===== src/rtl/mttc_pkg.sv =====
// constants, types and helpers for the trap and trigger register bank
// assumes 12-bit register addresses and 32-bit data
package mttc_pkg;

    localparam logic [11:0] ADDR_EXCEPTION_PC     = 12'h341;
    localparam logic [11:0] ADDR_TRAP_CAUSE       = 12'h342;
    localparam logic [11:0] ADDR_TRAP_VALUE       = 12'h343;
    localparam logic [11:0] ADDR_IRQ_PENDING      = 12'h344;
    localparam logic [11:0] ADDR_TRIGGER_SELECT   = 12'h7A0;
    localparam logic [11:0] ADDR_TRIGGER_CONTROL  = 12'h7A1;
    localparam logic [11:0] ADDR_TRIGGER_MATCH    = 12'h7A2;
    localparam logic [11:0] ADDR_TRIGGER_EXTRA    = 12'h7A3;
    localparam logic [11:0] ADDR_TRIGGER_INFO     = 12'h7A4;
    localparam logic [11:0] ADDR_MACHINE_CONTEXT  = 12'h7A8;
    localparam logic [7:0]  TRIGGER_ADDR_BLOCK    = 8'h7A;

    localparam logic [31:0] RESET_WORD            = 32'h0000_0000;
    localparam logic [31:0] EXCEPTION_PC_MASK     = 32'hFFFF_FFFE;
    localparam logic [31:0] TRAP_CAUSE_MASK       = 32'h8000_001F;
    localparam int          CAUSE_IRQ_BIT         = 31;
    localparam logic [31:0] IRQ_PENDING_MASK      = 32'hFFFF_0888;
    localparam logic [31:0] TRIGGER_CONTROL_FIXED = 32'h2800_1040;
    localparam int          EXECUTE_BIT           = 2;
    localparam logic [31:0] EXECUTE_MASK          = 32'h0000_0004;
    localparam logic [31:0] TYPE_INFO_VALUE       = 32'h0000_0004;
    localparam logic [31:0] TYPE_INFO_NONE        = 32'h0000_0001;

    typedef enum logic [1:0] {
        CSR_OP_READ,
        CSR_OP_WRITE,
        CSR_OP_SET,
        CSR_OP_CLEAR
    } mttc_csrop_type;

    function automatic logic mttc_is_trigger(input logic [11:0] addr);
        return addr[11:4] == TRIGGER_ADDR_BLOCK;
    endfunction : mttc_is_trigger

    function automatic logic [31:0] mttc_apply_op(input mttc_csrop_type op,
                                                  input logic [31:0]   old,
                                                  input logic [31:0]   wdata);
        case (op)
            CSR_OP_WRITE: return wdata;
            CSR_OP_SET:   return old | wdata;
            CSR_OP_CLEAR: return old & ~wdata;
            default:      return old;
        endcase
    endfunction : mttc_apply_op

endpackage : mttc_pkg


===== src/rtl/mttc_irq_pending.sv =====
// read-only pending view of the interrupt request lines
// assumes request lines are synchronous to clk_sys
`timescale 1ns/1ns
module mttc_irq_pending (
    input  logic        clk_sys,
    input  logic        rst,
    input  logic [31:0] irqLines,
    output logic [31:0] pendingBits
);
    typedef struct packed {
        logic [31:0] pending;
    } mttc_pend_state_type;

    mttc_pend_state_type pend_ff;
    mttc_pend_state_type nxt_pend;

    always_comb begin
        nxt_pend = pend_ff;
        // level follows the line every cycle, software has no path in
        nxt_pend.pending = irqLines & mttc_pkg::IRQ_PENDING_MASK;
    end

    always_ff @(posedge clk_sys or posedge rst) begin
        if (rst) begin
            pend_ff <= '0;
        end else begin
            pend_ff <= nxt_pend;
        end
    end

    assign pendingBits = pend_ff.pending;
endmodule : mttc_irq_pending


===== src/rtl/mttc_addr_trigger.sv =====
// single instruction-address breakpoint comparator
// assumes fetch address and valid arrive in the cycle before execution
`timescale 1ns/1ns
module mttc_addr_trigger (
    input  logic        clk_sys,
    input  logic        rst,
    input  logic        fetchValid,
    input  logic [31:0] fetchAddr,
    input  logic [31:0] matchAddress,
    input  logic        executeEnable,
    input  logic        machineMode,
    input  logic        debugMode,
    output logic        breakReq
);
    // exact compare only: no mask, chain or load/store match
    always_comb begin
        breakReq = fetchValid && executeEnable && machineMode && !debugMode
                   && (fetchAddr == matchAddress);
    end
endmodule : mttc_addr_trigger


===== src/rtl/mttc_csr_bank.sv =====
// trap bookkeeping and trigger register bank of the core
// assumes one register access per cycle, mode flags and trap events from the core pipeline
`timescale 1ns/1ns
module mttc_csr_bank #(
    parameter int TriggerCount = 1
) (
    input  logic                    clk_sys,
    input  logic                    rst,
    input  logic                    csrValid,
    input  logic [11:0]             csrAddr,
    input  mttc_pkg::mttc_csrop_type csrOp,
    input  logic [31:0]             csrWdata,
    input  logic                    debugMode,
    input  logic                    machineMode,
    output logic [31:0]             csrRdata,
    output logic                    csrReadValid,
    output logic                    csrMapped,
    output logic                    csrDenied,
    input  logic                    trapTaken,
    input  logic                    trapIsIrq,
    input  logic [4:0]              trapCode,
    input  logic [31:0]             trapPc,
    input  logic                    mretValid,
    output logic                    resumeValid,
    output logic [31:0]             resumePc,
    input  logic                    irqEnableWrite,
    input  logic                    irqEnableValue,
    output logic                    irqEnable,
    output logic                    previousIrqEnable,
    input  logic [31:0]             irqLines,
    input  logic                    fetchValid,
    input  logic [31:0]             fetchAddr,
    output logic                    debugBreak
);
    typedef struct packed {
        logic [31:0] exceptionPc;
        logic [31:0] trapCause;
        logic [31:0] matchAddress;
        logic        executeEnable;
        logic        irqEnable;
        logic        prevIrqEnable;
        logic [31:0] rdata;
        logic        readValid;
        logic        mapped;
        logic        denied;
    } mttc_state_type;

    mttc_state_type s_ff;
    mttc_state_type nxt_s;
    logic [31:0]    pendingBits;
    logic [31:0]    readWord;
    logic [31:0]    newWord;
    logic           hitWord;
    logic           allowed;
    logic           writing;

    mttc_irq_pending u_pending (
        .clk_sys     (clk_sys),
        .rst         (rst),
        .irqLines    (irqLines),
        .pendingBits (pendingBits)
    );

    mttc_addr_trigger u_trigger (
        .clk_sys       (clk_sys),
        .rst           (rst),
        .fetchValid    (fetchValid),
        .fetchAddr     (fetchAddr),
        .matchAddress  (s_ff.matchAddress),
        .executeEnable (s_ff.executeEnable),
        .machineMode   (machineMode),
        .debugMode     (debugMode),
        .breakReq      (debugBreak)
    );

    // read mux; unmapped addresses read zero and report not mapped
    always_comb begin
        readWord = mttc_pkg::RESET_WORD;
        hitWord  = 1'b1;
        case (csrAddr)
            mttc_pkg::ADDR_EXCEPTION_PC:    readWord = s_ff.exceptionPc;
            mttc_pkg::ADDR_TRAP_CAUSE:      readWord = s_ff.trapCause & mttc_pkg::TRAP_CAUSE_MASK;
            mttc_pkg::ADDR_TRAP_VALUE:      readWord = mttc_pkg::RESET_WORD;
            mttc_pkg::ADDR_IRQ_PENDING:     readWord = pendingBits;
            mttc_pkg::ADDR_TRIGGER_SELECT:  readWord = mttc_pkg::RESET_WORD;
            mttc_pkg::ADDR_TRIGGER_CONTROL: begin
                readWord = mttc_pkg::TRIGGER_CONTROL_FIXED;
                readWord[mttc_pkg::EXECUTE_BIT] = s_ff.executeEnable;
            end
            mttc_pkg::ADDR_TRIGGER_MATCH:   readWord = s_ff.matchAddress;
            mttc_pkg::ADDR_TRIGGER_EXTRA:   readWord = mttc_pkg::RESET_WORD;
            mttc_pkg::ADDR_TRIGGER_INFO: begin
                // select is fixed at zero, so the trigger exists unless none are built
                readWord = (TriggerCount > 0) ? mttc_pkg::TYPE_INFO_VALUE
                                              : mttc_pkg::TYPE_INFO_NONE;
            end
            mttc_pkg::ADDR_MACHINE_CONTEXT: readWord = mttc_pkg::RESET_WORD;
            default: begin
                readWord = mttc_pkg::RESET_WORD;
                hitWord  = 1'b0;
            end
        endcase
    end

    always_comb begin
        allowed = !mttc_pkg::mttc_is_trigger(csrAddr) || debugMode || machineMode;
        writing = csrValid && allowed && (csrOp != mttc_pkg::CSR_OP_READ);
        newWord = mttc_pkg::mttc_apply_op(csrOp, readWord, csrWdata);
    end

    always_comb begin
        nxt_s           = s_ff;
        nxt_s.readValid = csrValid;
        nxt_s.mapped    = csrValid && hitWord;
        nxt_s.denied    = csrValid && !allowed;
        nxt_s.rdata     = (csrValid && allowed) ? readWord : mttc_pkg::RESET_WORD;

        // code values are trusted as written; illegal ones are software's problem
        if (writing) begin
            case (csrAddr)
                mttc_pkg::ADDR_EXCEPTION_PC:
                    nxt_s.exceptionPc = newWord & mttc_pkg::EXCEPTION_PC_MASK;
                mttc_pkg::ADDR_TRAP_CAUSE:
                    nxt_s.trapCause = newWord & mttc_pkg::TRAP_CAUSE_MASK;
                mttc_pkg::ADDR_TRIGGER_CONTROL: begin
                    if (debugMode) begin
                        nxt_s.executeEnable = newWord[mttc_pkg::EXECUTE_BIT];
                    end
                end
                mttc_pkg::ADDR_TRIGGER_MATCH: begin
                    if (debugMode) begin
                        nxt_s.matchAddress = newWord;
                    end
                end
                default: begin
                    // read-only words drop the write
                    nxt_s.rdata = nxt_s.rdata;
                end
            endcase
        end

        if (irqEnableWrite) begin
            nxt_s.irqEnable = irqEnableValue;
        end

        if (mretValid) begin
            nxt_s.irqEnable = s_ff.prevIrqEnable;
        end

        // hardware trap beats a same-cycle software write or return
        if (trapTaken) begin
            nxt_s.exceptionPc = trapPc & mttc_pkg::EXCEPTION_PC_MASK;
            nxt_s.trapCause   = {trapIsIrq, 26'h0, trapCode};
            nxt_s.prevIrqEnable = s_ff.irqEnable;
            nxt_s.irqEnable   = 1'b0;
        end
    end

    always_ff @(posedge clk_sys or posedge rst) begin
        if (rst) begin
            s_ff <= '0;
        end else begin
            s_ff <= nxt_s;
        end
    end

    assign csrRdata          = s_ff.rdata;
    assign csrReadValid      = s_ff.readValid;
    assign csrMapped         = s_ff.mapped;
    assign csrDenied         = s_ff.denied;
    assign resumeValid       = mretValid;
    assign resumePc          = s_ff.exceptionPc;
    assign irqEnable         = s_ff.irqEnable;
    assign previousIrqEnable = s_ff.prevIrqEnable;
endmodule : mttc_csr_bank


===== config.mk =====
export PLATFORM = sky130hd
export DESIGN_NAME = mttc_csr_bank
export DESIGN_NICKNAME = d
export VERILOG_FILES = /design/src/rtl/mttc_pkg.sv /design/src/rtl/mttc_irq_pending.sv /design/src/rtl/mttc_addr_trigger.sv /design/src/rtl/mttc_csr_bank.sv
export SDC_FILE = /design/constraint.sdc
export NUM_CORES = 1
export LEC_CHECK = 0
export BUFFER_PORTS_ARGS = -buffer_cell sky130_fd_sc_hd__buf_2
export CAP_MARGIN = 30
export CORE_UTILIZATION = 35
export DETAILED_ROUTE_END_ITERATION = 16
export GPL_ROUTABILITY_DRIVEN = 0
export PLACE_DENSITY = 0.69
export SLEW_MARGIN = 20
export SYNTH_ARGS = -nofsm -noshare
export SYNTH_HDL_FRONTEND = slang
export SYNTH_SLANG_ARGS = --single-unit

===== constraint.sdc =====
create_clock -name clk_sys -period 4.5 [get_ports clk_sys]
set_clock_uncertainty 0.05 [all_clocks]
set_input_delay 1.125 -clock clk_sys [delete_from_list [all_inputs] [get_ports clk_sys]]
set_output_delay 1.125 -clock clk_sys [all_outputs]
set_load 0.05 [all_outputs]

# [After elaboration in Yosys (flattened, before gate mapping)]
# Cells that the tools add are included.
[op_classes] n_shift=0 bitwise_logic=3 mux=15 multipliers=0 order_cmp=0 n_eq_ne=15 n_addsub=0 div=0 reduce_logical=23
[op_table] cell="32-bit one-hot mux with 6 select lines" count=1
[op_table] cell="32-bit 2-to-1 mux" count=5
[op_table] cell="97-bit 2-to-1 mux" count=1
[op_table] cell="32-bit one-hot mux with 3 select lines" count=1
[op_table] cell="12-bit by 11-bit equality test with 1-bit output, second input constant" count=6
[op_table] cell="64-bit 2-to-1 mux" count=1
[op_table] cell="12-bit by 10-bit equality test with 1-bit output, second input constant" count=4
[op_table] cell="32-bit AND" count=1
[op_table] cell="32-bit equality test" count=1
[op_table] cell="32-bit NOT" count=1
[op_table] cell="32-bit bitwise OR" count=1
[op_table] cell="10-bit OR reduction" count=1
[op_table] cell="8-bit by 7-bit equality test with 1-bit output, second input constant" count=1
[op_table] cell="1-bit logical AND" count=8
[op_table] cell="2-bit nonzero test" count=4
[op_table] cell="3-bit AND reduction" count=2
[op_table] cell="1-bit 2-to-1 mux" count=5
[op_table] cell="2-bit equality test, second input constant" count=2
[op_table] cell="2-bit AND reduction" count=2
[op_table] cell="1-bit zero test" count=3
[op_table] cell="3-bit nonzero test" count=1
[op_table] cell="2-bit by 1-bit equality test with 1-bit output, second input constant" count=1
[op_table] cell="1-bit logical OR" count=2
[op_table] cell="2-bit 2-to-1 mux" count=1
[word_totals] in_bits=158 latchBits=0 n_memories=0 reg_bits=153 romBits=0 ram_bits=0 wordCells=67

# [Logic depth before layout (Yosys ltp)]
# Gate-level depths: netlist of the first run.
[logic_depth] depth_word=8 depth_mapped=9 mapped_depth_nobuf=6

# [Cells and area by module]
# Synthesis of the first run repeated with hierarchy kept, for this count alone.
[unflattened] hier_cells=799 area_unflattened_um2=7494.7
[by_module_without_submodules] mod="mttc_csr_bank" cells_each=720 area_each_um2=6550.0 instances=1
[by_module_without_submodules] mod="mttc_irq_pending" cells_each=34 area_each_um2=580.6 instances=1
[by_module_without_submodules] mod="mttc_addr_trigger" cells_each=45 area_each_um2=364.1 instances=1

# [Least setup slack after synthesis of the first run]
# OpenSTA, ideal clock, no wires.
[synth_timing] kind="input to output" startpoint="input fetchAddr[0]" endpoint="output debugBreak" slack_ns=0.169 path_stages=5 arrival_time_ns=3.156 cell_sequence="xnor2_1 > nand4_1 > nor4_1 > nand4_1 > nor4_1"
[synth_via] elab_chain_cells=2
[synth_lines] item="start, declared" line_no="mttc_csr_bank.sv:32" source="input logic [31:0] fetchAddr,"
[synth_lines] item="32-bit equality test" line_no="mttc_addr_trigger.sv:18" source="&& (fetchAddr == matchAddress);"
[synth_lines] item="1-bit logical AND" line_no="mttc_addr_trigger.sv:18"
[synth_lines] item="end, declared" line_no="mttc_csr_bank.sv:33" source="output logic debugBreak"
# Every way passes these cells.

# [Worst setup path in the final report of the first run]
[layout_timing] startpoint="input fetchAddr[25]" endpoint="output debugBreak"
# Same word-level chain as after synthesis.

==> results of run 1 <==
[state kept, by name, summed over array words and instances (netlist names)]
register and flops:
csrDenied 1, csrMapped 1, csrRdata 32, csrReadValid 1
irqEnable 1, previousIrqEnable 1, resumePc 31, s_ff 39
u_pending.pendingBits 19
[final timing paths]
path / startpoint / endpoint / slack, ns / cells after the start
max: fetchAddr[25] / debugBreak / 0.63 / 7
min: s_ff[72] / s_ff[72] / 0.46 / 2
max reg2reg: s_ff[73] / resumePc[3] / 2.71 / 5
min reg2reg: s_ff[72] / s_ff[72] / 0.46 / 2
max in group asynchronous: rst / csrRdata[27] / 2.94 / 3
min in group asynchronous: rst / csrRdata[18] / 0.69 / 2
[per-layer routing]
metal | vias to the layer above | GRT usage, % | wire length (um)
li1 | 2744 | - | -
met1 | 2902 | 29.3 | 9570
met2 | 305 | 35.2 | 10600
met3 | 50 | 6.04 | 1860
met4 | 2 | 13.2 | 710
met5 | - | 0 | 13
[metrics by stage]
stage / utilization [%] / setup slack (ns) / total power [W]
2_1_floorplan: - / 0.169 / 0.00153
3_3_place_gp: 40.6 / 0.506 / 0.00165
3_5_place_dp: 40.6 / 0.525 / 0.00165
4_1_cts: 44.0 / 0.532 / 0.00318
5_1_grt: 44.1 / 0.433 / 0.00327
6_report: 44.1 / 0.632 / 0.00315
[layout by cell type (no fill, tap or decap), types with 4 or more instances in the layout]
master and count:
buf_2 213, dfrtp_1 126, nand2_1 73, xnor2_1 47, nor2_1 42, a22oi_1 38, o21ai_1 37, a22o_1 30
o21ai_0 24, a222oi_1 18, clkbuf_16 17, buf_4 15, a21oi_1 13, xor2_1 13, a21o_1 11, nand4_1 10
nand3_1 9, diode_2 8, nor2b_1 8, nor3_1 7, nand4b_1 6, nor4_1 6, a31oi_1 5, clkinvlp_4 5
mux2_2 5, bufinv_16 5, nor3b_1 4
[cells by family (layout without fill, tap and decap cells)]
logic type                after synthesis  count (layout)  share of synthesized area (%)
muxes                                   6               6                          0.970
and+or+nand+nor                       192             192                           14.6
DFF                                   126             126                           46.1
buffers and inverters                 114             264                           10.3
AOI/OAI and AO/OA                     196             196                           20.2
other                                   1               9                         0.0549
xor gates and xnor gates               60              60                           7.69
[worst max-delay path: stages]
cell	delay, ns
buf_2	0.11
xnor2_1	0.28
nand4_1	0.22
nor4_1	0.35
nand4_1	0.12
nor4_1	0.16
buf_2	0.31
[layout make-up]
class	count	area, um^2
well taps	260	325
fillers	1881	10600
diodes	8	20.0
repair buffers	229	1200
clock buffers	18	429
inverters	3	15.0
flip-flops and latches	126	3150
clock inverters	14	216
multi-input cells	455	3000
[power breakdown]
group	total (W)	internal [W]	switching, W	leakage, nW
clock network	0.00151	0.000983	0.000529	0.303
logic	0.000431	0.000149	0.000283	1.98
registers	0.00120	0.00117	0.0000310	1.65
==> impl_metrics.json, run 1 <==
{
  "postCtsResizedCells": 0,
  "synthArstFlopShare_pct": 100,
  "routedWlPerCell_um": 20.4,
  "hp-class": "flip-flop to flip-flop",
  "stdcell_count": 1113,
  "critPathKind": "input pin to output pin",
  "num_rows": 50,
  "worstPathArrival_ns": 2.69,
  "setup_viol": 0,
  "cts_setup_buffers": 0,
  "p_per_area_mw_per_mm2": 377,
  "fin_crit_ns": 3.87,
  "yosysSeqAreaShare_pct": 46.1,
  "cts_tree": "yes",
  "core_mm2": 0.0190,
  "hold_buffers": 0,
  "fin_hold_ws_ns": 0.456,
  "slew_headroom_pct": 35.7,
  "final_max_slew_viol_count": 0,
  "ant_nets": 0,
  "area_growth_syn_to_layout_pct": 22.3,
  "numPortBuffers": 213,
  "grt_overflow": 0,
  "cts.sinks": 126,
  "route.detailed.drc": 0,
  "cts_buffers": 17,
  "io_pins": 229,
  "synth_top_area_share_pct": 46.1,
  "dp_hpwl_um": 15800,
  "final_cell_area_mm2": 0.00836,
  "clkTransAtPathRegs_ns": 0.06,
  "synth-edff-count": 0,
  "num_vias": 6003,
  "synth-seq-cells": 126,
  "syn_inst": 695,
  "drt-pass1-iter-count": 7,
  "final_nets": 990,
  "tns_ns": 0,
  "die_height_um": 142,
  "maxCapViolCount": 0,
  "synth_nets": 853,
  "grt_pass1_vias": 5880,
  "drtIter0Drc": 489,
  "crit_path_end_kind": "output pin",
  "rsz0062_at_grt": "false",
  "insertion_delay_ns": 0.42,
  "die_area_mm2": 0.0201,
  "grt_util_all_layers_pct": 23.0,
  "synth_area_leaders": "dfrtp_1, buf_4, xnor2_1",
  "h-tree-depth": 4,
  "die_w_um": 142,
  "place_area_mm2": 0.00769,
  "fmax_mhz": 259,
  "grt_antenna_before_repair": 10,
  "crit_path_start_kind": "input pin",
  "dp_cells": 1073,
  "synthTopCellsByCount": "dfrtp_1, nand2_1, buf_4",
  "syn_area_mm2": 0.00684,
  "grt_start_max_net_pins": 77,
  "worstMarginPinSlew_ns": 0.965,
  "start_util_pct": 36.1,
  "grt_pass1_wl_um": 34000,
  "status": "finished, final reports clean",
  "worstPathRequired_ns": 3.32,
  "via_per_inst": 5.39,
  "yosysTopAreaCell": "dfrtp_1",
  "synth.distinct_cells": 60,
  "postSynthAreaPerCell_um2": 9.84,
  "ys.flop_type": "dfrtp_1",
  "root_buffer": "clkbuf_16",
  "drive_above_1_share_pct": 32.9,
  "ys_warn_count": 0,
  "cts_max_path_buffers": 2,
  "p_leak_nw": 3.92,
  "crit_path_max_fanout": 1,
  "max-vdd-ir-drop_mv": 0.245,
  "yosysMostFrequentCell": "dfrtp_1",
  "final_hold_viol_count": 0,
  "fin_crit_sh_pct": 86.0,
  "wirelength_um": 22700
}
Power figures use the tool's default switching activity.
==> run 2, diff against run 1 <==
CORE_ASPECT_RATIO = 0.9   (was default)
==> run 2 against run 1 <==
Against the previous run:
- routed wire length is 0.38% higher
- worst setup slack worse by 0.063 ns
- clock power is 9% lower
- die area hardly changed
- clock-buffer cell count stayed put
- final cell count is 0.99% lower
- critical endpoint unchanged
==> impl_metrics.json, run 2 (synthesized netlist as in run 1, its figures left out) <==
{
  "routedWlPerCell_um": 20.7,
  "postCtsResizedCells": 0,
  "grt_util_all_layers_pct": 22.9,
  "wirelength_um": 22800,
  "via_per_inst": 5.41,
  "ant_nets": 0,
  "fin_ws_ns": 0.569,
  "drtIter0Drc": 540,
  "place_area_mm2": 0.00772,
  "cts_setup_buffers": 0,
  "drt-pass1-iter-count": 7,
  "crit_path_end_kind": "output pin",
  "fin_crit_sh_pct": 87.4,
  "num_rows": 48,
  "cts_buffers": 17,
  "final_cell_area_mm2": 0.00832,
  "power_switching_w": 0.000863,
  "h-tree-depth": 4,
  "top_register": "s_ff",
  "grt_start_max_net_pins": 127,
  "grt_pass1_vias": 5803,
  "worstPathRequired_ns": 3.32,
  "numPortBuffers": 213,
  "comb_power_share_pct": 14.3,
  "largest_register_ffs": 39,
  "insertion_delay_ns": 0.42,
  "drive_above_1_share_pct": 33.3,
  "dp_cells": 1067,
  "slew_headroom_pct": 44.8,
  "netSwitchingFraction_pct": 28.6,
  "post-place-ws_ns": 0.463,
  "stdcell_count": 1102,
  "cts_tree": "yes",
  "p_per_area_mw_per_mm2": 362,
  "root_buffer": "clkbuf_16",
  "rsz0062_at_grt": "false",
  "final_cell_mix": "buf_2, dfrtp_1, nand2_1",
  "grt_overflow": 0,
  "cts_max_path_buffers": 2,
  "clkPwrFrac_pct": 45.7,
  "hp-class": "flip-flop to flip-flop",
  "worstMarginPinSlew_ns": 0.829,
  "clkTransAtPathRegs_ns": 0.06,
  "cts.sinks": 126,
  "status": "finished, final reports clean",
  "crit_path_max_fanout": 1,
  "fin_crit_ns": 3.93,
  "final_max_slew_viol_count": 0,
  "final_common_cell": "buf_2",
  "max-vdd-ir-drop_mv": 0.264,
  "start_util_pct": 35.7,
  "area_growth_syn_to_layout_pct": 21.7,
  "critPathKind": "input pin to output pin",
  "die_area_mm2": 0.0201,
  "grt_pass1_wl_um": 33500,
  "core_mm2": 0.0192,
  "maxCapViolCount": 0,
  "route.detailed.drc": 0,
  "worstPathArrival_ns": 2.76,
  "hold_buffers": 0,
  "die_w_um": 149,
  "dp_hpwl_um": 15900,
  "crit_path_start_kind": "input pin",
  "p_leak_nw": 3.92,
  "fmax_mhz": 254,
  "fin_hold_ws_ns": 0.461,
  "seqPwrFrac_pct": 40.0,
  "io_pins": 229,
  "tns_ns": 0,
  "grt_antenna_before_repair": 5,
  "setup_viol": 0,
  "final_nets": 994,
  "final_hold_viol_count": 0,
  "num_vias": 5962,
  "die_height_um": 135,
  "intPower_w": 0.00215
}
## run 2: stage by stage
stage / utilization (%) / power (W)
after CTS: 43.4 / 0.00303
final: 43.4 / 0.00301
after detailed placement: 40.3 / 0.00166
after global routing: 43.4 / 0.00312
after global placement: 40.3 / 0.00165
after floorplan: - / 0.00153
## run 2: critical path, cell delays in order
cell and delay (ns):
buf_2 0.11, xnor2_1 0.30, nand4_1 0.20, nor4_1 0.37, nand4_1 0.13, nor4_1 0.20, buf_2 0.32
## run 2: cell type report
cell class | instances | area (um^2)
Clock buffer | 18 | 439
Tap cell | 250 | 313
Clock inverter | 14 | 145
Antenna cell | 3 | 7.51
Multi-Input combinational cell | 455 | 3000
Sequential cell | 126 | 3150
Timing Repair Buffer | 233 | 1240
Fill cell | 1878 | 10800
Inverter | 3 | 15.0
## run 2: power groups by stage
| stage | clock network (W) | registers [W] | logic, W |
|---|---|---|---|
| after floorplan | 0 | 0.00122 | 0.000306 |
| after global placement | 0 | 0.00122 | 0.000426 |
| after detailed placement | 0 | 0.00122 | 0.000431 |
| after CTS | 0.00140 | 0.00120 | 0.000433 |
| after global routing | 0.00145 | 0.00121 | 0.000464 |
| final | 0.00138 | 0.00120 | 0.000431 |
## run 2: path summary, 6_finish.rpt
check                              startpoint           end  slack, ns  cells past startpoint
worst max-delay path            fetchAddr[25]    debugBreak       0.57                      7
max in group asynchronous                 rst      s_ff[62]       2.97                      3
worst min register to register       s_ff[72]      s_ff[72]       0.46                      2
worst max register to register   resumePc[31]  resumePc[31]       2.70                      5
min in group asynchronous                 rst  resumePc[18]       0.83                      3
worst min-delay path                 s_ff[72]      s_ff[72]       0.46                      2
## run 2: per-layer routing
layer  track usage, %  routed length (um)  vias to the layer above
met2             36.0               10700                      289
met4             8.28                 485                        6
li1                 -                   -                     2744
met5                0                  34                        -
met3             7.06                1930                       47
met1             29.6                9630                     2876
